`src/rtl/clk_gate_pkg.sv`:
```
package clk_gate_pkg;

   typedef enum logic [1:0] {
      MODE_MAIN    = 2'h0,
      MODE_MAIN_CR = 2'h1,
      MODE_SUB     = 2'h2,
      MODE_SUB_CR  = 2'h3
   } clk_mode_e;

   typedef enum logic [2:0] {
      ST_RUN   = 3'h0,
      ST_SLEEP = 3'h1,
      ST_TBT   = 3'h2,
      ST_WATCH = 3'h3,
      ST_STOP  = 3'h4
   } run_state_e;

   localparam clk_mode_e MODE_RST = MODE_MAIN_CR;
   localparam run_state_e STATE_RST = ST_RUN;
   localparam logic MAIN_OSC_EN_RST = 1'h0;
   localparam logic MAIN_RC_OSC_EN_RST = 1'h1;
   localparam logic SUB_OSC_EN_RST = 1'h0;
   localparam logic SUB_RC_OSC_EN_RST = 1'h0;
   localparam int SYNC_STAGES = 2;

   function automatic logic is_main_side(input clk_mode_e m);
      return (m == MODE_MAIN) || (m == MODE_MAIN_CR);
   endfunction

   function automatic logic is_standby(input run_state_e s);
      return s != ST_RUN;
   endfunction

endpackage

```
`src/rtl/clock_standby_gating_matrix.sv`:
```
module clock_standby_gating_matrix
   import clk_gate_pkg::*;
(
   input wire logic clk,
   input wire logic srst,
   input wire logic mode_req_valid,
   input wire clk_gate_pkg::clk_mode_e mode_req,
   input wire logic standby_req_valid,
   input wire clk_gate_pkg::run_state_e standby_req,
   input wire logic wake,
   input wire logic main_osc_enable,
   input wire logic main_rc_osc_enable,
   input wire logic sub_osc_enable,
   input wire logic sub_rc_osc_enable,
   input wire logic hw_wdt_start,
   input wire logic hw_wdt_standby_disable,
   input wire logic io_hiz_select,
   input wire logic main_osc_tick,
   input wire logic sub_osc_tick,
   output clk_gate_pkg::clk_mode_e mode_q,
   output clk_gate_pkg::run_state_e state_q,
   output logic main_osc_run,
   output logic main_rc_osc_run,
   output logic sub_osc_run,
   output logic sub_rc_osc_run,
   output logic main_clk_q,
   output logic sub_clk_q,
   output logic cpu_clk_en,
   output logic mem_clk_en,
   output logic io_clk_en,
   output logic io_hiz,
   output logic tbt_clk_en,
   output logic watch_pre_clk_en,
   output logic hw_wdt_run,
   output logic sw_wdt_clk_en,
   output logic ext_int_clk_en,
   output logic lvd_run,
   output logic periph_clk_en
);
   import clk_gate_pkg::*;

   logic main_en_q, main_en_d;
   logic main_rc_en_q, main_rc_en_d;
   logic sub_en_q, sub_en_d;
   logic sub_rc_en_q, sub_rc_en_d;
   logic wdt_started_q, wdt_started_d;
   logic [SYNC_STAGES-1:0] main_sync_q, main_sync_d;
   logic [SYNC_STAGES-1:0] sub_sync_q, sub_sync_d;
   logic main_tick_last_q, main_tick_last_d;
   logic sub_tick_last_q, sub_tick_last_d;
   logic main_clk_d, sub_clk_d;
   logic main_side, run_st, stop_st;

   mode_state_reg u_mode_state (
      .clk(clk),
      .srst(srst),
      .mode_req_valid(mode_req_valid),
      .mode_req(mode_req),
      .standby_req_valid(standby_req_valid),
      .standby_req(standby_req),
      .wake(wake),
      .mode_q(mode_q),
      .state_q(state_q)
   );

   // Enable bits and watchdog start latch
   always_comb begin
      main_en_d = main_osc_enable;
      main_rc_en_d = main_rc_osc_enable;
      sub_en_d = sub_osc_enable;
      sub_rc_en_d = sub_rc_osc_enable;
      wdt_started_d = wdt_started_q | hw_wdt_start;
   end

   always_ff @(posedge clk) begin
      if (srst) begin
         main_en_q <= MAIN_OSC_EN_RST;
         main_rc_en_q <= MAIN_RC_OSC_EN_RST;
         sub_en_q <= SUB_OSC_EN_RST;
         sub_rc_en_q <= SUB_RC_OSC_EN_RST;
         wdt_started_q <= 1'b0;
      end else begin
         main_en_q <= main_en_d;
         main_rc_en_q <= main_rc_en_d;
         sub_en_q <= sub_en_d;
         sub_rc_en_q <= sub_rc_en_d;
         wdt_started_q <= wdt_started_d;
      end
   end

   // Divide-by-two of synchronised oscillator ticks
   always_comb begin
      main_sync_d = {main_sync_q[0], main_osc_tick};
      sub_sync_d = {sub_sync_q[0], sub_osc_tick};
      main_tick_last_d = main_sync_q[1];
      sub_tick_last_d = sub_sync_q[1];
      main_clk_d = main_clk_q;
      sub_clk_d = sub_clk_q;
      if (main_osc_run && main_sync_q[1] && !main_tick_last_q) begin
         main_clk_d = !main_clk_q;
      end
      if (sub_osc_run && sub_sync_q[1] && !sub_tick_last_q) begin
         sub_clk_d = !sub_clk_q;
      end
   end

   always_ff @(posedge clk) begin
      if (srst) begin
         main_sync_q <= '0;
         sub_sync_q <= '0;
         main_tick_last_q <= 1'b0;
         sub_tick_last_q <= 1'b0;
         main_clk_q <= 1'b0;
         sub_clk_q <= 1'b0;
      end else begin
         main_sync_q <= main_sync_d;
         sub_sync_q <= sub_sync_d;
         main_tick_last_q <= main_tick_last_d;
         sub_tick_last_q <= sub_tick_last_d;
         main_clk_q <= main_clk_d;
         sub_clk_q <= sub_clk_d;
      end
   end

   // Gating matrix
   always_comb begin
      main_side = is_main_side(mode_q);
      run_st = (state_q == ST_RUN);
      stop_st = (state_q == ST_STOP);
      main_osc_run = 1'b0;
      main_rc_osc_run = 1'b0;
      if (state_q == ST_RUN || state_q == ST_SLEEP || state_q == ST_TBT) begin
         main_osc_run = (mode_q == MODE_MAIN) | ((mode_q == MODE_MAIN_CR) & main_en_q);
         main_rc_osc_run = (mode_q == MODE_MAIN_CR) | ((mode_q == MODE_MAIN) & main_rc_en_q);
      end
      if (stop_st) begin
         sub_osc_run = main_side & sub_en_q;
         sub_rc_osc_run = main_side & sub_rc_en_q;
         watch_pre_clk_en = main_side & (sub_en_q | sub_rc_en_q);
      end else begin
         sub_osc_run = (mode_q == MODE_SUB) | sub_en_q;
         sub_rc_osc_run = (mode_q == MODE_SUB_CR) | sub_rc_en_q;
         watch_pre_clk_en = !main_side | sub_en_q | sub_rc_en_q;
      end
      cpu_clk_en = run_st;
      mem_clk_en = run_st;
      io_clk_en = run_st;
      io_hiz = io_hiz_select & (state_q == ST_TBT || stop_st);
      sw_wdt_clk_en = run_st;
      periph_clk_en = run_st | (state_q == ST_SLEEP);
      tbt_clk_en = main_side & (state_q == ST_RUN || state_q == ST_SLEEP || state_q == ST_TBT);
      hw_wdt_run = wdt_started_q & (run_st | !hw_wdt_standby_disable);
      ext_int_clk_en = 1'b1;
      lvd_run = 1'b1;
   end
endmodule

```
`src/rtl/mode_state_reg.sv`:
```
module mode_state_reg
   import clk_gate_pkg::*;
(
   input wire logic clk,
   input wire logic srst,
   input wire logic mode_req_valid,
   input wire clk_gate_pkg::clk_mode_e mode_req,
   input wire logic standby_req_valid,
   input wire clk_gate_pkg::run_state_e standby_req,
   input wire logic wake,
   output clk_gate_pkg::clk_mode_e mode_q,
   output clk_gate_pkg::run_state_e state_q
);
   clk_mode_e mode_d;
   run_state_e state_d;
   logic legal;

   always_comb begin
      mode_d = mode_q;
      state_d = state_q;
      legal = 1'b0;
      unique case (standby_req)
         ST_SLEEP, ST_STOP: legal = 1'b1;
         ST_TBT: legal = is_main_side(mode_q);
         ST_WATCH: legal = !is_main_side(mode_q);
         default: legal = 1'b0;
      endcase
      unique case (state_q)
         ST_RUN: begin
            if (standby_req_valid && legal) begin
               state_d = standby_req;
            end else if (mode_req_valid) begin
               mode_d = mode_req;
            end
         end
         ST_SLEEP, ST_TBT, ST_WATCH, ST_STOP: begin
            if (wake) begin
               state_d = ST_RUN;
            end
         end
         default: state_d = ST_RUN;
      endcase
   end

   always_ff @(posedge clk) begin
      if (srst) begin
         mode_q <= MODE_RST;
         state_q <= STATE_RST;
      end else begin
         mode_q <= mode_d;
         state_q <= state_d;
      end
   end

endmodule

```
`config.mk`:
```
export PLATFORM = sky130hd
export DESIGN_NAME = clock_standby_gating_matrix
export DESIGN_NICKNAME = d
export VERILOG_FILES = /design/src/rtl/clk_gate_pkg.sv /design/src/rtl/clock_standby_gating_matrix.sv /design/src/rtl/mode_state_reg.sv
export SDC_FILE = /design/constraint.sdc
export NUM_CORES = 1
export LEC_CHECK = 0
export BUFFER_PORTS_ARGS = -buffer_cell sky130_fd_sc_hd__buf_2
export CORE_MARGIN = 2
export CORE_UTILIZATION = 44
export DETAILED_ROUTE_END_ITERATION = 7
export PLACE_DENSITY = 0.8
export SLEW_MARGIN = 20
export SYNTH_ARGS = -nofsm -noshare
export SYNTH_HDL_FRONTEND = slang
export SYNTH_SLANG_ARGS = --single-unit
```
`constraint.sdc`:
```
create_clock -name clk -period 1.9 [get_ports clk]
set_input_delay 0.095 -clock clk [delete_from_list [all_inputs] [get_ports clk]]
set_output_delay 0.095 -clock clk [all_outputs]
set_load 0.03 [all_outputs]
```
Yosys cells after proc, flatten, opt, wreduce, memory -nomap -nowiden
Index checks and enable logic that the tools add are counted.
{"block": "totals", "regBits": 18, "in_bits": 19, "output_inout_bits": 22, "word_cells": 75}
{"block": "op_classes", "eq_ne": 13, "n_mux": 9, "n_bitwise": 19, "n_reduce_logical": 21}
{"cell": "== test 3 x 2 -> 1 bit, second input constant", "count": 4}
{"cell": "OR 1 bit", "count": 10}
{"cell": "AND 1 bit", "count": 8}
{"cell": "== test 3 x 1 -> 1 bit, second input constant", "count": 2}
{"cell": "== test 3 bit, second input constant", "count": 2}
{"cell": "logical NOT 1 bit", "count": 6}
{"cell": "two-way mux 3 bit", "count": 2}
{"cell": "case mux 3 bit (2 select lines)", "count": 1}
{"cell": "logical AND 1 bit", "count": 5}
{"cell": "two-way mux 1 bit", "count": 5}
{"cell": "== test 2 bit, second input constant", "count": 2}
{"cell": "logical OR 1 bit", "count": 4}
{"cell": "OR reduction 4 bit", "count": 1}
{"cell": "logical NOT 3 bit", "count": 1}
{"cell": "case mux 1 bit (3 select lines)", "count": 1}
{"cell": "AND reduction 3 bit", "count": 1}
{"cell": "== test 2 x 1 -> 1 bit, second input constant", "count": 1}
{"cell": "logical NOT 2 bit", "count": 1}
{"cell": "!= test 2 x 1 -> 1 bit, second input constant", "count": 1}
{"cell": "!= test 2 bit, second input constant", "count": 1}
{"cell": "AND reduction 2 bit", "count": 1}
{"cell": "OR reduction 2 bit", "count": 1}
{"cell": "NOT 1 bit", "count": 1}

Longest topological paths before layout
{"block": "depth", "ltp_word": 7, "mapped_depth": 5, "ltp_nobuf": 4}

Hierarchy
From an unflattened synthesis, not the netlist that was laid out.
{"block": "hier_totals", "hier_cells": 97, "area_unflattened_um2": 888.4}
{"mod": "clock_standby_gating_matrix", "instances": 1, "cells_each": 62, "area_per_inst_um2": 576.8, "seq_area_each_um2": 260.2}
{"mod": "mode_state_reg", "instances": 1, "cells_each": 35, "area_per_inst_um2": 311.5, "seq_area_each_um2": 100.1}

Worst setup path after synthesis
No wires, ideal clock.
{"block": "synth_timing", "path_type": "reg2reg", "start": "register u_mode_state.state_q[1]", "end": "register u_mode_state.mode_q[0]", "setup_time_ns": 0.120, "t_arrival_ns": 1.699, "t_required_ns": 1.780, "slack_ns": 0.081, "path_stages_with_launch": 6, "path_buffers": 1, "period_less_slack_ns": 1.819, "cell_sequence": "dfxtp_1 -> buf_4 -> nor3_4 -> o311ai_1 -> o21a_1 -> a211o_1"}
{"block": "synth_between", "elab_chain_len": 2}
{"item": "start, declared", "line": "mode_state_reg.sv:12", "source": "output clk_gate_pkg::run_state_e state_q"}
{"item": "start signal, assigned", "line": "mode_state_reg.sv:51", "source": "state_q <= state_d;"}
{"item": "logical NOT 3 bit"}
{"item": "named net cpu_clk_en", "line": "clock_standby_gating_matrix.sv:28", "source": "output logic cpu_clk_en,"}
{"item": "AND reduction 3 bit (no source line)"}
{"item": "end signal, assigned", "line": "mode_state_reg.sv:50", "source": "mode_q <= mode_d;"}
{"item": "end, declared", "line": "mode_state_reg.sv:11", "source": "output clk_gate_pkg::clk_mode_e mode_q,"}
The timed path passes the listed nets, and every way through them passes these cells.
A chain may end at the register's enable or synchronous reset.

Final worst setup path
{"block": "layout_timing", "start": "register u_mode_state.state_q[2]", "end": "output sub_rc_osc_run"}
{"block": "layout_between", "elab_chain_len": 2}
{"item": "== test 3 bit", "line": "clock_standby_gating_matrix.sv:129", "source": "stop_st = (state_q == ST_STOP);"}
{"item": "two-way mux 1 bit", "line": "clock_standby_gating_matrix.sv:136", "source": "if (stop_st) begin"}
{"item": "end, declared", "line": "clock_standby_gating_matrix.sv:25", "source": "output logic sub_rc_osc_run,"}
No other way between the ends.

==> impl_metrics.py <==
metrics = {
    "worst_setup_path": {
        "ff2ff_path_depth": 4,
        "path_max_fanout": 9,
        "critPathRequiredTime_ns": 1.80,
        "slowest_stage": "dfxtp_1",
        "slowest_delay_ns": 0.54,
        "crit_path_cell_trace": "nor4bb_2 > nor2_1 > buf_2",
        "reg2reg_from": "u_mode_state.state_q[2]$_SDFFE_PP0P_",
        "cp-start-kind": "flop",
        "critPathCaptureType": "output pin",
        "cp-startpoint": "u_mode_state.state_q[2]$_SDFFE_PP0P_",
        "critPathKind": "flop to output pin",
        "crit_arrival_ns": 1.61,
    },
    "floorplan": {
        "core-area_um2": 1900,
        "dieArea_um2": 2350,
        "die_h_um": 48.5,
        "die_w_um": 48.5,
        "placement_rows": 16,
        "pin_count": 41,
        "start_util_pct": 45.7,
    },
    "synth": {
        "async_flop_share_pct": 0,
        "synth_ff_type": "dfxtp_1",
        "ys_ff_latch": 18,
        "synth.cell_area_um2": 870,
        "netlist_instances": 96,
        "synth_cell_types": 33,
        "avgSynthCellArea_um2": 9.06,
        "synth-edff-count": 0,
        "yosysWarningCount": 0,
        "ys_seq_area_share_pct": 41.4,
    },
    "timing": {
        "fin_skew_ns": 0.00181,
        "slew_violations": 0,
        "layout_setup_ws_ns": 0.193,
        "hold_violations": 0,
        "fin_crit_sh_pct": 89.8,
        "max_freq_mhz": 586,
        "setup_viol": 0,
        "rsz0062_at_grt": "no",
        "finalCriticalPeriod_ns": 1.71,
        "setup-tns-final_ns": 0,
    },
    "clock_tree": {
        "cts_tree": "yes",
        "cts_sinks": 18,
        "cts_buffer_depth": 2,
        "post-cts-setup-buffers": 0,
        "cts-root-buf": "clkbuf_4",
        "h-tree-depth": 1,
        "insertion_delay_ns": 0.28,
        "cts-buffers-inserted": 3,
        "clk_pin_slew_ns": 0.09,
    },
    "pwr": {
        "power_switching_mw": 0.245,
        "p_seq_share_pct": 49.8,
        "leakage_nw": 0.481,
        "combPwrFrac_pct": 23.4,
        "p_sw_share_pct": 29.5,
        "clkPwrFrac_pct": 26.8,
        "intPower_mw": 0.584,
        "p_per_area_nw_per_um2": 769,
        "worst_ir_drop_vdd_uv": 585,
    },
    "routing": {
        "dr.pass1.iters": 4,
        "drt_iter0_drc": 3,
        "num_vias": 722,
        "m1WireLength_um": 755,
        "dr_wl_met2_um": 726,
        "drt-total-wl_mm": 1.59,
        "drc": 0,
        "ant_nets": 0,
        "viasPerCell": 4.60,
        "wl_per_cell_um": 10.2,
        "routed.top_layer": "met3",
        "wl_met3_um": 112,
    },
    "grt": {
        "antenna_found_initial": 0,
        "gr-usage-all-layers_pct": 14.6,
        "gr-total-overflow": 0,
        "grt_pass1_vias": 637,
        "grt_max_degree": 20,
        "grt_pass1_wl_mm": 2.74,
    },
    "cells_and_area": {
        "area_growth_pct": 23.9,
        "fin_nets": 150,
        "n_antenna_cell": 0,
        "drive_gt1_share_pct": 36.9,
        "final_cell_mix": "buf_2, dfxtp_1, nor2_1, nor2b_1, inv_1",
        "design_area_um2": 1080,
        "layout.cells.most_common": "buf_2",
    },
    "status": {
        "status": "completed",
    },
    "min_path": {
        "hold_path.class": "primary input to flop",
        "hold_path_depth": 2,
        "hold_start": "main_osc_enable",
    },
    "placement": {
        "port_buffers": 38,
        "place_ws_ns": 0.356,
        "post_dp_cell_area_um2": 1020,
        "place.gp.congestion": 0.850,
        "hpwl_mm": 1.25,
    },
    "job": {
        "cap_violations": 0,
    },
}
-- cell type report --
cell class | instances | area [um^2]
sequential | 18 | 360
clock buffer | 4 | 36.3
timing repair buffer | 40 | 210
tap | 27 | 33.8
inverter | 8 | 30.0
multi-input combinational | 60 | 407
fill | 178 | 825
-- per-stage QoR --
stage,hold slack [ns],util [%],total power [mW],std cells
6_report,0.0140,56.6,0.829,157
5_1_grt,0.00179,56.6,0.876,157
4_1_cts,0.00319,56.6,0.842,157
3_5_place_dp,0.291,53.7,0.613,151
3_3_place_gp,0.278,53.7,0.610,151
2_1_floorplan,0.199,-,0.569,97
-- critical path, delay by kind of cell, from the launching register on --
kind	cells	cell delay (ns)
DFF	1	0.54
and+or+nand+nor	2	0.60
buffers and inverters	1	0.19
-- power groups by stage --
stage	combinational (mW)	sequential, mW	clock (mW)
finish	0.194	0.413	0.222
global route	0.209	0.416	0.251
CTS	0.195	0.413	0.234
detailed placement	0.191	0.422	0
global placement	0.189	0.421	0
floorplan	0.142	0.427	0
-- synthesized netlist by cell type (2+ instances only) --
cell type  instances  share of area [%]
o21a_1             4                3.5
nor4_1             2                1.4
nand2_1            3                1.3
xnor2_1            3                3.0
inv_1              8                3.5
a21oi_1            2                1.2
nand2b_1           2                1.4
nor3b_1            2                1.7
nor2b_1            9                6.5
clkbuf_1           2               0.86
a32oi_1            2                2.0
nor2_1            12                5.2
xor2_1             2                2.0
dfxtp_1           18                 41
buf_4              7                6.0
-- cell families after synthesis --
family	count (synthesis)	share of synthesized area (%)
and+or+nand+nor	35	23.6
buffers and inverters	19	12.2
DFF	18	41.4
AOI/OAI and AO/OA	17	16.0
xor gates and xnor gates	5	5.04
muxes	1	1.29
other	1	0.431
-- path summary, 6_finish.rpt --
path,end,slack (ns)
setup reg to reg,sub_clk_q$_SDFFE_PP0P_,0.36
hold / removal,main_en_q$_SDFF_PP0_,0.01
hold reg to reg,sub_sync_q[1]$_SDFF_PP0_,0.44
setup / recovery,sub_rc_osc_run,0.19
-- routing by layer --
| layer | track usage [%] | vias up |
|---|---|---|
| li1 | - | 384 |
| met1 | 18.3 | 308 |
| met2 | 24.5 | 30 |
| met3 | 4.01 | 0 |
| met4 | 4.29 | 0 |
| met5 | 0 | - |
-- state kept, by name (all words and copies together), names as in the netlist --
name and cells:
main_clk_q 1, main_en_q 1, wdt_started_q 1, main_rc_en_q 1
u_mode_state.mode_q 2, u_mode_state.state_q 3, sub_clk_q 1, main_sync_q 2
sub_en_q 1, main_tick_last_q 1, sub_rc_en_q 1, sub_tick_last_q 1
sub_sync_q 2
-- timing repair --
| action | CTS | global route |
|---|---|---|
| hold endpoints to repair | 2 | 0 |
| endpoints found under the setup margin | 0 | 0 |
| hold buffers | 2 | 0 |
| resized for setup | 0 | 0 |
(Power assumes the default switching activity.)
